`src/lacfg_pkg.sv`:
```
// package: register map, reset values, field positions and timing counts for the latency/alarm config
package lacfg_pkg;
    // register addresses on the device management port
    localparam logic [7:0] LAT_HIGH_ADDR = 8'h11;
    localparam logic [7:0] LAT_LOW_ADDR = 8'h12;
    localparam logic [7:0] ALARM_TIMING_ADDR = 8'h13;
    localparam logic [7:0] PIN_ENABLE_ADDR = 8'h14;
    localparam logic [7:0] RSVD_CONFIG_ADDR = 8'h15;
    // reset values
    localparam logic [7:0] LAT_HIGH_RST = 8'h80;
    localparam logic [7:0] LAT_LOW_RST = 8'h00;
    localparam logic [7:0] ALARM_TIMING_RST = 8'h2C;
    localparam logic [7:0] PIN_ENABLE_RST = 8'h3E;
    localparam logic [7:0] RSVD_CONFIG_RST = 8'hFF;
    // field positions
    localparam int VALID_BIT = 7;
    localparam int VALID_TIME_LSB = 3;
    localparam int RETRIG_LSB = 0;
    localparam int LOSS_PIN_BIT = 1;
    localparam int IRQ_PIN_BIT = 0;
    // clock rate and time units
    localparam longint CLK_HZ = 50000000;
    localparam longint US_CYC = CLK_HZ / 1000000;
    // valid times in microseconds
    localparam longint VALID_TIME_0_US = 2000;
    localparam longint VALID_TIME_1_US = 100000;
    localparam longint VALID_TIME_2_US = 200000;
    localparam longint VALID_TIME_3_US = 13000000;
    // retrigger intervals in nanoseconds
    localparam longint RETRIG_0_NS = 106000000;
    localparam longint RETRIG_1_NS = 53000000;
    localparam longint RETRIG_2_NS = 26500000;
    localparam longint RETRIG_3_NS = 13300000;
    localparam longint RETRIG_4_NS = 6600000;
    localparam longint RETRIG_7_NS = 833000;
    localparam longint NS_PER_CYC = 1000000000 / CLK_HZ;
    // cycle counts (least times round up, but these divide exactly at 50 MHz)
    localparam longint VALID_TIME_0_CYC = VALID_TIME_0_US * US_CYC;
    localparam longint VALID_TIME_1_CYC = VALID_TIME_1_US * US_CYC;
    localparam longint VALID_TIME_2_CYC = VALID_TIME_2_US * US_CYC;
    localparam longint VALID_TIME_3_CYC = VALID_TIME_3_US * US_CYC;
    localparam longint RETRIG_0_CYC = RETRIG_0_NS / NS_PER_CYC;
    localparam longint RETRIG_1_CYC = RETRIG_1_NS / NS_PER_CYC;
    localparam longint RETRIG_2_CYC = RETRIG_2_NS / NS_PER_CYC;
    localparam longint RETRIG_3_CYC = RETRIG_3_NS / NS_PER_CYC;
    localparam longint RETRIG_4_CYC = RETRIG_4_NS / NS_PER_CYC;
    localparam longint RETRIG_7_CYC = RETRIG_7_NS / NS_PER_CYC;
endpackage

```
`src/lacfg_regs.sv`:
```
// latency/alarm configuration register bank with valid-time and lock one-shot timers
`timescale 1ns/1ps
`default_nettype none
module lacfg_regs #(
    parameter longint VT0_CYC = lacfg_pkg::VALID_TIME_0_CYC,
    parameter longint VT1_CYC = lacfg_pkg::VALID_TIME_1_CYC,
    parameter longint VT2_CYC = lacfg_pkg::VALID_TIME_2_CYC,
    parameter longint VT3_CYC = lacfg_pkg::VALID_TIME_3_CYC,
    parameter longint LT0_CYC = lacfg_pkg::RETRIG_0_CYC,
    parameter longint LT1_CYC = lacfg_pkg::RETRIG_1_CYC,
    parameter longint LT2_CYC = lacfg_pkg::RETRIG_2_CYC,
    parameter longint LT3_CYC = lacfg_pkg::RETRIG_3_CYC,
    parameter longint LT4_CYC = lacfg_pkg::RETRIG_4_CYC,
    parameter longint LT7_CYC = lacfg_pkg::RETRIG_7_CYC
) (
    // clock, reset, enable
    input wire logic ref_clk_i,
    input wire logic rst_b_i,
    input wire logic clk_en_i,
    // register port (same clock domain)
    input wire logic reg_wr_i,
    input wire logic reg_rd_i,
    input wire logic [7:0] reg_addr_i,
    input wire logic [7:0] reg_wdata_i,
    output logic [7:0] reg_rdata_o,
    // monitored events (same clock domain)
    input wire logic clk_invalid_i,
    input wire logic phase_slip_i,
    input wire logic irq_state_i,
    // applied settings and alarms
    output logic [14:0] fine_latency_o,
    output logic clk_alarm_o,
    output logic lock_loss_status_o,
    // pins: value and output enable
    output logic lock_loss_output_o,
    output logic lock_loss_output_oe_o,
    output logic irq_out_o,
    output logic irq_out_oe_o
);
    import lacfg_pkg::*;

    localparam int CW = 30;

    // cycle count for a valid-time code
    function automatic logic [CW-1:0] vt_cycles(input logic [1:0] code);
        case (code)
            2'h0: vt_cycles = CW'(VT0_CYC);
            2'h1: vt_cycles = CW'(VT1_CYC);
            2'h2: vt_cycles = CW'(VT2_CYC);
            default: vt_cycles = CW'(VT3_CYC);
        endcase
    endfunction

    // cycle count for a retrigger code; reserved codes fall to the code 7 count, LT7_CYC, the shortest by default
    function automatic logic [CW-1:0] lt_cycles(input logic [2:0] code);
        case (code)
            3'h0: lt_cycles = CW'(LT0_CYC);
            3'h1: lt_cycles = CW'(LT1_CYC);
            3'h2: lt_cycles = CW'(LT2_CYC);
            3'h3: lt_cycles = CW'(LT3_CYC);
            3'h4: lt_cycles = CW'(LT4_CYC);
            default: lt_cycles = CW'(LT7_CYC);
        endcase
    endfunction

    logic [7:0] lat_high, lat_low, alarm_timing, pin_enable, rsvd_config;
    logic [7:0] next_lat_high, next_lat_low, next_alarm_timing, next_pin_enable;
    logic [7:0] next_rsvd_config, next_rdata;
    logic [14:0] held_latency, next_held_latency, next_fine_latency;
    logic [CW-1:0] vt_cnt, next_vt_cnt, lt_cnt, next_lt_cnt;
    logic clk_alarm, next_clk_alarm, lock_lost, next_lock_lost;
    logic [14:0] reg_latency;
    logic latency_valid;

    assign reg_latency = {lat_high[6:0], lat_low};
    assign latency_valid = lat_high[VALID_BIT];

    // register writes and read mux
    always_comb begin
        next_lat_high = lat_high;
        next_lat_low = lat_low;
        next_alarm_timing = alarm_timing;
        next_pin_enable = pin_enable;
        next_rsvd_config = rsvd_config;
        next_rdata = reg_rdata_o;
        if (reg_wr_i) begin
            case (reg_addr_i)
                LAT_HIGH_ADDR: next_lat_high = reg_wdata_i;
                LAT_LOW_ADDR: next_lat_low = reg_wdata_i;
                ALARM_TIMING_ADDR: next_alarm_timing = {3'h0, reg_wdata_i[4:0]};
                // reserved bits kept as written; software is expected to zero them
                PIN_ENABLE_ADDR: next_pin_enable = reg_wdata_i;
                RSVD_CONFIG_ADDR: next_rsvd_config = reg_wdata_i;
                default: ;
            endcase
        end
        if (reg_rd_i) begin
            case (reg_addr_i)
                LAT_HIGH_ADDR: next_rdata = lat_high;
                LAT_LOW_ADDR: next_rdata = lat_low;
                ALARM_TIMING_ADDR: next_rdata = alarm_timing;
                PIN_ENABLE_ADDR: next_rdata = pin_enable;
                RSVD_CONFIG_ADDR: next_rdata = rsvd_config;
                default: next_rdata = 8'h00;
            endcase
        end
    end

    // latency hold: snapshot is refreshed only while valid, so a clear freezes it
    always_comb begin
        next_held_latency = held_latency;
        if (latency_valid) begin
            next_held_latency = reg_latency;
            next_fine_latency = reg_latency;
        end else begin
            next_fine_latency = held_latency;
        end
    end

    // valid-time qualifier: alarm clears only after a full clean interval
    always_comb begin
        next_vt_cnt = vt_cnt;
        next_clk_alarm = clk_alarm;
        if (clk_invalid_i) begin
            next_clk_alarm = 1'b1;
            next_vt_cnt = vt_cycles(alarm_timing[VALID_TIME_LSB +: 2]);
        end else if (clk_alarm) begin
            if (vt_cnt <= CW'(1)) begin
                next_clk_alarm = 1'b0;
                next_vt_cnt = '0;
            end else begin
                next_vt_cnt = vt_cnt - CW'(1);
            end
        end
    end

    // lock one-shot: every slip reloads the interval, expiry drops lock loss
    always_comb begin
        next_lt_cnt = lt_cnt;
        next_lock_lost = lock_lost;
        if (phase_slip_i) begin
            next_lock_lost = 1'b1;
            next_lt_cnt = lt_cycles(alarm_timing[RETRIG_LSB +: 3]);
        end else if (lock_lost) begin
            if (lt_cnt <= CW'(1)) begin
                next_lock_lost = 1'b0;
                next_lt_cnt = '0;
            end else begin
                next_lt_cnt = lt_cnt - CW'(1);
            end
        end
    end

    // state registers; enable low freezes everything
    always_ff @(posedge ref_clk_i or negedge rst_b_i) begin
        if (!rst_b_i) begin
            lat_high <= LAT_HIGH_RST;
            lat_low <= LAT_LOW_RST;
            alarm_timing <= ALARM_TIMING_RST;
            pin_enable <= PIN_ENABLE_RST;
            rsvd_config <= RSVD_CONFIG_RST;
            reg_rdata_o <= 8'h00;
            held_latency <= 15'h0000;
            fine_latency_o <= 15'h0000;
            vt_cnt <= '0;
            clk_alarm <= 1'b0;
            lt_cnt <= '0;
            lock_lost <= 1'b0;
            clk_alarm_o <= 1'b0;
            lock_loss_status_o <= 1'b0;
            lock_loss_output_o <= 1'b0;
            lock_loss_output_oe_o <= 1'b0;
            irq_out_o <= 1'b0;
            irq_out_oe_o <= 1'b0;
        end else if (clk_en_i) begin
            lat_high <= next_lat_high;
            lat_low <= next_lat_low;
            alarm_timing <= next_alarm_timing;
            pin_enable <= next_pin_enable;
            rsvd_config <= next_rsvd_config;
            reg_rdata_o <= next_rdata;
            held_latency <= next_held_latency;
            fine_latency_o <= next_fine_latency;
            vt_cnt <= next_vt_cnt;
            clk_alarm <= next_clk_alarm;
            lt_cnt <= next_lt_cnt;
            lock_lost <= next_lock_lost;
            clk_alarm_o <= next_clk_alarm;
            lock_loss_status_o <= next_lock_lost;
            lock_loss_output_o <= next_lock_lost;
            lock_loss_output_oe_o <= next_pin_enable[LOSS_PIN_BIT];
            irq_out_o <= irq_state_i;
            irq_out_oe_o <= next_pin_enable[IRQ_PIN_BIT];
        end
    end

    // checks
    a_hold_latency: assert property (@(posedge ref_clk_i) disable iff (!rst_b_i)
        clk_en_i && !latency_valid && $past(clk_en_i) && !$past(latency_valid)
        |=> $stable(fine_latency_o)) else $error("latency moved while not valid");
    a_apply_latency: assert property (@(posedge ref_clk_i) disable iff (!rst_b_i)
        clk_en_i && latency_valid |=> fine_latency_o == $past(reg_latency))
        else $error("latency not taken from registers");
    a_field_split: assert property (@(posedge ref_clk_i) disable iff (!rst_b_i)
        clk_en_i && latency_valid |=> fine_latency_o[14:8] == $past(lat_high[6:0]))
        else $error("latency high field misplaced");
    a_valid_time_load: assert property (@(posedge ref_clk_i) disable iff (!rst_b_i)
        clk_en_i && clk_invalid_i
        |=> clk_alarm && vt_cnt == $past(vt_cycles(alarm_timing[VALID_TIME_LSB +: 2])))
        else $error("valid-time counter not loaded");
    a_alarm_stays: assert property (@(posedge ref_clk_i) disable iff (!rst_b_i)
        clk_alarm && vt_cnt > CW'(1) |=> clk_alarm) else $error("alarm cleared early");
    a_slip_retrig: assert property (@(posedge ref_clk_i) disable iff (!rst_b_i)
        clk_en_i && phase_slip_i
        |=> lock_lost && lt_cnt == $past(lt_cycles(alarm_timing[RETRIG_LSB +: 3])))
        else $error("one-shot not retriggered");
    a_reserved_retrig: assert property (@(posedge ref_clk_i) disable iff (!rst_b_i)
        clk_en_i && phase_slip_i && alarm_timing[RETRIG_LSB +: 3] inside {3'h5, 3'h6}
        |=> lt_cnt == CW'(LT7_CYC)) else $error("reserved retrigger code not shortest");
    a_loss_pin: assert property (@(posedge ref_clk_i) disable iff (!rst_b_i)
        clk_en_i |=> lock_loss_output_oe_o == pin_enable[LOSS_PIN_BIT]
        && lock_loss_output_o == lock_lost) else $error("lock-loss pin wrong");
    // enable sampled on the edge that loads the register, so a write turning it on is legal
    a_irq_pin: assert property (@(posedge ref_clk_i) disable iff (!rst_b_i)
        clk_en_i ##1 !pin_enable[IRQ_PIN_BIT] |-> !irq_out_oe_o)
        else $error("irq pin driven while disabled");
    a_reset_vals: assert property (@(posedge ref_clk_i)
        $rose(rst_b_i) |-> alarm_timing == ALARM_TIMING_RST && lat_high == LAT_HIGH_RST)
        else $error("reset values wrong");

    c_hold_write: cover property (@(posedge ref_clk_i) disable iff (!rst_b_i)
        !latency_valid && reg_wr_i && reg_addr_i == LAT_LOW_ADDR);
    c_alarm_clear: cover property (@(posedge ref_clk_i) disable iff (!rst_b_i) $fell(clk_alarm));
    c_loss_expire: cover property (@(posedge ref_clk_i) disable iff (!rst_b_i) $fell(lock_lost));
    c_pin_off: cover property (@(posedge ref_clk_i) disable iff (!rst_b_i) $fell(irq_out_oe_o));
endmodule
`default_nettype wire

```
`config.mk`:
```
export PLATFORM = sky130hd
export DESIGN_NAME = lacfg_regs
export DESIGN_NICKNAME = d
export VERILOG_FILES = /design/src/lacfg_pkg.sv /design/src/lacfg_regs.sv
export SDC_FILE = /design/constraint.sdc
export NUM_CORES = 1
export LEC_CHECK = 0
export BUFFER_PORTS_ARGS = -buffer_cell sky130_fd_sc_hd__buf_2
export CAP_MARGIN = 5
export CELL_PAD_IN_SITES_DETAIL_PLACEMENT = 0
export CELL_PAD_IN_SITES_GLOBAL_PLACEMENT = 2
export CORE_MARGIN = 1
export CORE_UTILIZATION = 36
export CTS_BUF_LIST = sky130_fd_sc_hd__clkbuf_8
export DETAILED_ROUTE_END_ITERATION = 7
export GPL_TIMING_DRIVEN = 0
export PLACE_DENSITY = 0.89
export SYNTH_ARGS = -nofsm -noshare
export SYNTH_HDL_FRONTEND = slang
export SYNTH_SLANG_ARGS = --single-unit
export TNS_END_PERCENT = 30
```
`constraint.sdc`:
```
create_clock -name ref_clk_i -period 2.8 [get_ports ref_clk_i]
set_clock_uncertainty 0.2 [all_clocks]
set_input_delay 0.28 -clock ref_clk_i [delete_from_list [all_inputs] [get_ports ref_clk_i]]
set_output_delay 0.28 -clock ref_clk_i [all_outputs]
set_load 0.005 [all_outputs]
```
# After elaboration in Yosys (flattened, before gate mapping)
# Cells that the tools add are included.
[word_totals]
ff_bits = 126
in_bits = 24
out_inout_bits = 29
wordCells = 60
[op_classes]
addsub = 2
n_lt_le_gt_ge = 2
eq_ne = 11
mux = 17
n_reduce_logical = 13
[ops]
columns = ["cell", "count"]
rows = [
  ["$mux 30", 6],
  ["$pmux 23 s5", 1],
  ["$pmux 30 s3", 1],
  ["$le 30x1->1 const B", 2],
  ["$sub 30x1->30 const B", 2],
  ["$eq 8x5->1 const B", 5],
  ["$pmux 8 s5", 1],
  ["$reduce_and 3->1", 5],
  ["$reduce_and 2->1", 4],
  ["$eq 3x2->1 const B", 2],
  ["$mux 1", 6],
  ["$mux 2", 2],
  ["$reduce_bool 2->1", 2],
  ["$eq 3x1->1 const B", 1],
  ["$eq 3x3->1 const B", 1],
  ["$logic_not 3->1", 1],
  ["$eq 2x1->1 const B", 1],
  ["$eq 2x2->1 const B", 1],
  ["$logic_not 2->1", 1],
]

# Logic depth before layout (Yosys ltp)
# Gate-level depths: netlist of run 1.
[logic_depth]
depth_word = 4
depth_mapped = 8
mapped_depth_nobuf = 7

# Worst setup path after synthesis of run 1
# OpenSTA, ideal clock, no wires.
[synth_timing]
path_kind = "register to register"
start = "register lt_cnt[8]"
end = "register lt_cnt[29]"
setup_time_ns = 0.083
t_arrival_ns = 2.432
required_time_ns = 2.517
path_slack_ns = 0.085
stages_incl_launch_ff = 7
n_path_buf = 1
period_less_slack_ns = 2.715
cell_sequence = "dfrtp_1 or4_1 buf_2 or3_4 or4_1 or4_1 o21ai_0"
[synth_between]
elab_chain_cells = 4
elab_cells_between_ends = 5
cone_classes = "add/sub (1); order compare (1); mux (3)"
[synth_lines]
columns = ["element", "line", "source"]
rows = [
  ["from (decl)", "lacfg_regs.sv:70", "logic [CW-1:0] vt_cnt, next_vt_cnt, lt_cnt, next_lt_cnt;"],
  ["from (signal assigned)", "lacfg_regs.sv:186", "lt_cnt <= next_lt_cnt;"],
  ["$sub 30x1->30 or $le 30x1->1 (tied branches)", "lacfg_regs.sv:149, lacfg_regs.sv:145", ""],
  ["$mux 30 (*)", "lacfg_regs.sv:145", "if (lt_cnt <= CW'(1)) begin"],
  ["$mux 30 (*)", "lacfg_regs.sv:144", "end else if (lock_lost) begin"],
  ["$mux 30 (*)", "lacfg_regs.sv:141", "if (phase_slip_i) begin"],
]
# Every way passes the cells marked *; elsewhere a longest branch is shown, timed or not. The select of a mux whose other input is x is not followed.
# A chain may end at the register's enable or synchronous reset.

# Worst setup path after layout of run 1
[layout_timing]
start = "input reg_addr_i[3]"
end = "register rsvd_config[4]"
[layout_between]
elab_chain_cells = 2
[layout_lines]
columns = ["element", "line", "source"]
rows = [
  ["from (decl)", "lacfg_regs.sv:23", "input wire logic [7:0] reg_addr_i,"],
  ["$eq 8x5->1", "lacfg_regs.sv:87", "case (reg_addr_i)"],
  ["$reduce_and 3->1 (no source line)", "n/a", ""],
  ["to (signal assigned)", "lacfg_regs.sv:180", "rsvd_config <= next_rsvd_config;"],
  ["to (decl)", "lacfg_regs.sv:66", "logic [7:0] lat_high, lat_low, alarm_timing, pin_enable, rsvd_config;"],
]
# Every way passes these cells.

==> results.sh, run 1 <==
export IMPL_end_kind="flip-flop"
export IMPL_rsz0062_at_grt="true"
export IMPL_dp_hpwl_um=13200
export IMPL_cp_data_arrival_time_ns=3.01
export IMPL_cts_max_level=4
export IMPL_dieArea_um2=18900
export IMPL_final_common_cell="dfrtp_1"
export IMPL_synth_top_area_frac=0.408
export IMPL_syn_cell_area_um2=6620
export IMPL_routed_wl_um=19400
export IMPL_overflow=0
export IMPL_rr_startpoint="lt_cnt[10]"
export IMPL_cp_buffers_inverters=3
export IMPL_drtPass1Iterations=6
export IMPL_fin_cells=986
export IMPL_grt_pass1_wl_um=31500
export IMPL_cts_made_buffers=17
export IMPL_slowest_stage="nor4b_2"
export IMPL_grt_antenna_before_repair=0
export IMPL_layout_nets=772
export IMPL_postPlaceCellArea_um2=7190
export IMPL_io_buffer_count=49
export IMPL_critical_path_cell_chain="buf_2 -> or4b_2 -> clkbuf_1 -> nor4b_2 -> and3_1 -> buf_2 -> mux2_2"
export IMPL_num_rows=49
export IMPL_postSynthCellCount=661
export IMPL_min_period_over_period=1.01
export IMPL_syn_nets=689
export IMPL_p_per_area_nw_per_um2=584
export IMPL_ys_seq_area_frac=0.476
export IMPL_cts_sinks=125
export IMPL_ioPinCount=53
export IMPL_cpLargestDelayFamily="simple AND/OR/NAND/NOR gates"
export IMPL_setup_violations=9
export IMPL_syn_avg_cell_area_um2=10.0
export IMPL_multiInputGateArea_um2=3380
export IMPL_yosysWarningCount=0
export IMPL_grt_pass1_vias=5828
export IMPL_place_inst=940
export IMPL_die_h_um=138
export IMPL_fillers=1768
export IMPL_synth_edff_count=0
export IMPL_regArea_um2=3150
export IMPL_cts_tree="yes"
export IMPL_grt_use_total=0.220
export IMPL_layout_drive_gt1_share=0.259
export IMPL_max_cap_viol_count=0
export IMPL_startpoint_type="input pin"
export IMPL_clock_latency_ns=0.46
export IMPL_ctsLongestPathBuffers=2
export IMPL_fin_crit_ns=2.82
export IMPL_crit_type="input pin to flip-flop"
export IMPL_final_cell_mix="dfrtp_1 (108), buf_2 (52), mux2_2 (52)"
export IMPL_worstHoldPathType="input pin to flip-flop"
export IMPL_status="complete, but fails checks"
export IMPL_synth_ff_type="dfrtp_1"
export IMPL_vdd_ir_drop_worst_v=0.000296
export IMPL_netlist_top_cell_by_area="dfrtp_1"
export IMPL_synth_cell_types=69
export IMPL_wl_per_cell_um=19.6
export IMPL_area_growth_pct=19.0
export IMPL_first_iter_violations=529
export IMPL_ys_ff_latch=125
export IMPL_vias=5915
export IMPL_whs_ns=0.0364
export IMPL_slew_headroom=0.296
export IMPL_clock_fmax_ghz=0.354
export IMPL_grt_max_degree=94
export IMPL_final_hold_violation_count=0
export IMPL_start_util=0.367
export IMPL_clk_pin_slew_ns=0.10
export IMPL_maxSlewViolCount=0
export IMPL_startpoint="reg_addr_i[3]"
export IMPL_post_route_drc_count=0
export IMPL_power_leakage_nw=3.34
export IMPL_via_per_inst=6.00
export IMPL_async_flop_share=1.00
export IMPL_core_um2=18000
export IMPL_crit_top_cell="buf_2"
export IMPL_cpPeakStageDelay_ns=0.88
export IMPL_place_gp_congestion=0.919
export IMPL_worst_slack_ns=-0.0233
export IMPL_synth_area_top_cells="dfrtp_1 (41%), mux2_2 (8.8%), dfstp_2 (6.7%)"
export IMPL_failed_checks="negative setup slack"
export IMPL_fin_area_um2=7880
export IMPL_worstMarginPinSlew_ns=1.05
export IMPL_drtAntennaViolNets=0
export IMPL_cts_root_buf="clkbuf_8"
export IMPL_timing_critical_path_required_ns=2.99
export IMPL_crit_fanout=9
export IMPL_holdCritStartpoint="reg_addr_i[1]"
export IMPL_fp_dieW_um=138
export IMPL_diodes=0
-- cells in the mapped netlist (all sizes together), types with 7 or more instances --
library cell / count
inv: 14
mux2: 52
or3: 13
dfstp: 17
or4: 12
a22o: 12
nand4: 12
nor2: 51
dfrtp: 108
clkbuf: 30
a221oi: 10
buf: 8
nor4: 20
o21ai: 46
nor3: 25
nand2: 33
nand3: 25
and2: 7
a21oi: 44
-- worst paths after layout --
path	endpoint	slack, ns	depth (start not counted)
worst max-delay path	rsvd_config[4]	-0.02	7
worst min-delay path	reg_rdata_o[6]	0.04	4
worst max register to register	lt_cnt[29]	-0.02	6
worst min register to register	reg_rdata_o[6]	0.29	2
max in group asynchronous	alarm_timing[5]	1.51	3
min in group asynchronous	lt_cnt[28]	0.07	2
-- worst min-delay path, delay by kind of cell --
kind	cells	cell delay, ns
and+or+nand+nor	1	0.09
AOI/OAI and AO/OA	2	0.15
buffers and inverters	1	0.13
-- through the flow --
stage          total power [mW]   util  TNS, ns  worst slack (ns)
4_1_cts                    4.60  0.433  -0.0833           -0.0205
3_5_place_dp               2.86  0.399   -33.09            -0.631
3_3_place_gp               2.84  0.397   -73.68            -0.548
6_report                   4.60  0.437   -0.142           -0.0233
2_1_floorplan              2.59      -        0            0.0849
5_1_grt                    4.84  0.437    -2.14            -0.140
-- cells by family (layout without fill, tap and decap cells) --
kind of cell | Yosys count | count (layout) | share of synthesized area
simple gates | 229 | 229 | 0.190
compound gates | 190 | 190 | 0.196
flops | 125 | 125 | 0.476
mux | 55 | 55 | 0.0930
buf+inv | 53 | 149 | 0.0316
xor+xnor | 5 | 5 | 0.00661
fa+ha+maj | 4 | 4 | 0.00756
-- registers in the layout, indices dropped and copies added, names as in the netlist --
register,cells
vt_cnt,30
pin_enable,8
clk_alarm,1
held_latency,15
lt_cnt,30
lat_high,8
lock_loss_output_oe_o,1
irq_out_o,1
lat_low,8
reg_rdata_o,8
alarm_timing,6
lock_lost,1
rsvd_config,8
-- repair_timing --
action                     in CTS  in global routing
gates resized for setup        17                 11
buffers inserted                1                  4
setup endpoints to repair      56                 66
pin swaps                       4                  2
hold endpoints to repair      149                  0
hold buffers                   10                  0
-- per-layer routing --
metal,track usage,wire length [um],vias to the layer above
li1,-,-,2708
met1,0.287,8730,2981
met2,0.359,9330,189
met3,0.0423,853,37
met4,0.0873,444,0
met5,0,0,-
-- where the power goes --
part	internal (mW)	switching, mW	leakage (nW)	total, mW
Clock	0.773	0.926	0.217	1.70
Sequential	1.96	0.188	1.56	2.15
Combinational	0.296	0.460	1.56	0.756
-- layout make-up --
class / instances / area share
repair buffers: 65 / 0.0529
flip-flops and latches: 125 / 0.400
plain buffers: 37 / 0.0205
clock inverters: 15 / 0.0245
inverters: 15 / 0.00715
clock buffers: 17 / 0.0297
multi-input cells: 483 / 0.429
well taps: 229 / 0.0364
Power figures use the tool's default switching activity.
==> run 2, diff against run 1 <==
==> config.mk (replaced) <==
export PLATFORM = sky130hd
export DESIGN_NAME = lacfg_regs
export DESIGN_NICKNAME = d
export VERILOG_FILES = /design/src/lacfg_pkg.sv /design/src/lacfg_regs.sv
export SDC_FILE = /design/constraint.sdc
export NUM_CORES = 1
export LEC_CHECK = 0
export CAP_MARGIN = 5
export CELL_PAD_IN_SITES_DETAIL_PLACEMENT = 0
export CELL_PAD_IN_SITES_GLOBAL_PLACEMENT = 2
export CORE_MARGIN = 1
export CORE_UTILIZATION = 39
export CTS_BUF_LIST = sky130_fd_sc_hd__clkbuf_8
export DETAILED_ROUTE_END_ITERATION = 7
export DONT_BUFFER_PORTS = 1
export GPL_TIMING_DRIVEN = 0
export PLACE_DENSITY = 0.9
export SYNTH_ARGS = -nofsm -noshare
export SYNTH_HDL_FRONTEND = slang
export SYNTH_SLANG_ARGS = --single-unit
export TNS_END_PERCENT = 30
==> run 2 against run 1 <==
Net effect:
- the flow finishes with violations (negative hold slack, negative setup slack)
- final cell count decreased by 5.3%
- critical path type is now flip-flop to flip-flop
- clock power decreased by 3%
- sequential power about the same
- via count decreased by 1.9%
- design area decreased by 3.3%
- highest routed layer unchanged
- critical endpoint is now lt_cnt[29]
- register-to-register slack about the same
- setup slack about the same
- non-clock buffer count decreased by 43
- total power decreased by 2.5%
- worst hold slack got worse by 0.73 ns
- sequential cell count unchanged
==> results.sh, run 2 (synthesis gave the netlist of run 1 again) <==
export IMPL_p_per_area_nw_per_um2=589
export IMPL_core_um2=16600
export IMPL_via_per_inst=6.21
export IMPL_routed_wl_um=19200
export IMPL_failed_checks="negative hold slack, negative setup slack"
export IMPL_clock_fmax_ghz=0.354
export IMPL_clk_pin_slew_ns=0.09
export IMPL_num_rows=47
export IMPL_fin_crit_ns=2.82
export IMPL_vias=5801
export IMPL_wl_per_cell_um=20.5
export IMPL_rr_startpoint="lt_cnt[8]"
export IMPL_cpPeakStageDelay_ns=0.54
export IMPL_final_common_cell="dfrtp_1"
export IMPL_worstHoldPathType="input pin to asynchronous set/reset pin"
export IMPL_setup_violations=1
export IMPL_final_cell_mix="dfrtp_1 (107), mux2_2 (52), nor2_1 (51)"
export IMPL_timing_critical_path_required_ns=2.99
export IMPL_layout_drive_gt1_share=0.209
export IMPL_startpoint_type="flip-flop"
export IMPL_cts_made_buffers=17
export IMPL_fp_dieW_um=132
export IMPL_grt_antenna_before_repair=0
export IMPL_crit_top_cell="or4_4"
export IMPL_cts_sinks=125
export IMPL_clock_latency_ns=0.46
export IMPL_die_h_um=132
export IMPL_cp_data_arrival_time_ns=3.01
export IMPL_end_kind="flip-flop"
export IMPL_place_gp_congestion=0.846
export IMPL_crit_type="flip-flop to flip-flop"
export IMPL_cts_max_level=4
export IMPL_layout_nets=729
export IMPL_whs_ns=-0.690
export IMPL_ioPinCount=53
export IMPL_slowest_stage="or4_4"
export IMPL_status="complete, but fails checks"
export IMPL_grt_max_degree=126
export IMPL_grt_use_total=0.225
export IMPL_worstMarginPinSlew_ns=1.04
export IMPL_dp_hpwl_um=12800
export IMPL_overflow=0
export IMPL_drtAntennaViolNets=0
export IMPL_crit_fanout=7
export IMPL_fin_area_um2=7620
export IMPL_max_cap_viol_count=0
export IMPL_maxSlewViolCount=0
export IMPL_startpoint="lt_cnt[8]"
export IMPL_final_util=0.460
export IMPL_drtPass1Iterations=5
export IMPL_worst_slack_ns=-0.0229
export IMPL_critical_path_cell_chain="or4_4 -> buf_6 -> or3_4 -> or4_4 -> or4_1 -> o21ai_1"
export IMPL_vdd_ir_drop_worst_v=0.000351
export IMPL_grt_pass1_vias=5666
export IMPL_first_iter_violations=526
export IMPL_cts_root_buf="clkbuf_8"
export IMPL_start_util=0.399
export IMPL_postPlaceCellArea_um2=6900
export IMPL_post_route_drc_count=0
export IMPL_area_growth_pct=15.1
export IMPL_slew_headroom=0.298
export IMPL_diodes=0
export IMPL_power_leakage_nw=3.12
export IMPL_min_period_over_period=1.01
export IMPL_cts_tree="yes"
export IMPL_largestRegisters="lt_cnt: 30 flops, vt_cnt: 30 flops, held_latency: 15 flops"
export IMPL_ctsLongestPathBuffers=2
export IMPL_final_hold_violation_count=125
export IMPL_dieArea_um2=17500
export IMPL_io_buffer_count=0
export IMPL_rsz0062_at_grt="true"
export IMPL_grt_pass1_wl_um=30700
run 2: where the power goes:
part / switching (mW) / internal (mW) / leakage (nW) / total (mW)
Sequential: 0.194 / 1.96 / 1.56 / 2.15
Clock: 0.894 / 0.754 / 0.205 / 1.65
Combinational: 0.407 / 0.280 / 1.35 / 0.687
Total: 1.50 / 2.99 / 3.12 / 4.49
run 2: critical path: cells and delay by family, from the launching register on:
family	cells	cell delay, ns
AOI/OAI and AO/OA	1	0.09
buffers and inverters	1	0.15
and+or+nand+nor	4	1.87
DFF	1	0.45
run 2: metal layers:
metal	wire length, um	GRT usage	vias to the layer above
met2	9290	0.366	219
li1	-	-	2630
met5	0	0	-
met3	1150	0.0511	29
met4	334	0.0875	0
met1	8420	0.291	2923
run 2: path summary, 6_finish.rpt:
check,end,slack (ns),cells after the start
min,lt_cnt[16],-0.69,0
min in group ref_clk_i,lock_loss_output_oe_o,0.03,4
max in group asynchronous,rsvd_config[3],2.86,0
min reg2reg,alarm_timing[5],0.29,1
max reg2reg,lt_cnt[29],-0.02,6
max,lt_cnt[29],-0.02,6
run 2: timing repair:
item                                    4_1_cts  5_1_grt
pin swaps                                     3        3
endpoints found under the setup margin       48       52
hold endpoints to repair                    167      127
hold buffers                                 13        1
setup buffers                                 1        8
gates resized for setup                      12       14
gates cloned                                  0        0
run 2: layout make-up:
cell class / count / area, um^2
buffer: 35 / 153
clock buffer: 17 / 234
clock inverter: 15 / 169
fill: 1567 / 8960
inverter: 15 / 56.3
multi-input combinational: 483 / 3370
sequential: 125 / 3150
tap: 220 / 275
timing repair buffer: 24 / 213
run 2: stage by stage:
stage	setup slack, ns	power [mW]	hold WS [ns]	TNS, ns	cells
5_1_grt	-0.115	4.68	-0.717	-1.57	934
3_5_place_dp	-0.579	2.78	-0.213	-27.45	882
3_3_place_gp	-0.525	2.76	-0.213	-25.92	881
2_1_floorplan	0.0849	2.59	-0.216	0	661
4_1_cts	-0.0681	4.47	-0.715	-0.0681	927
6_report	-0.0229	4.49	-0.690	-0.0229	934
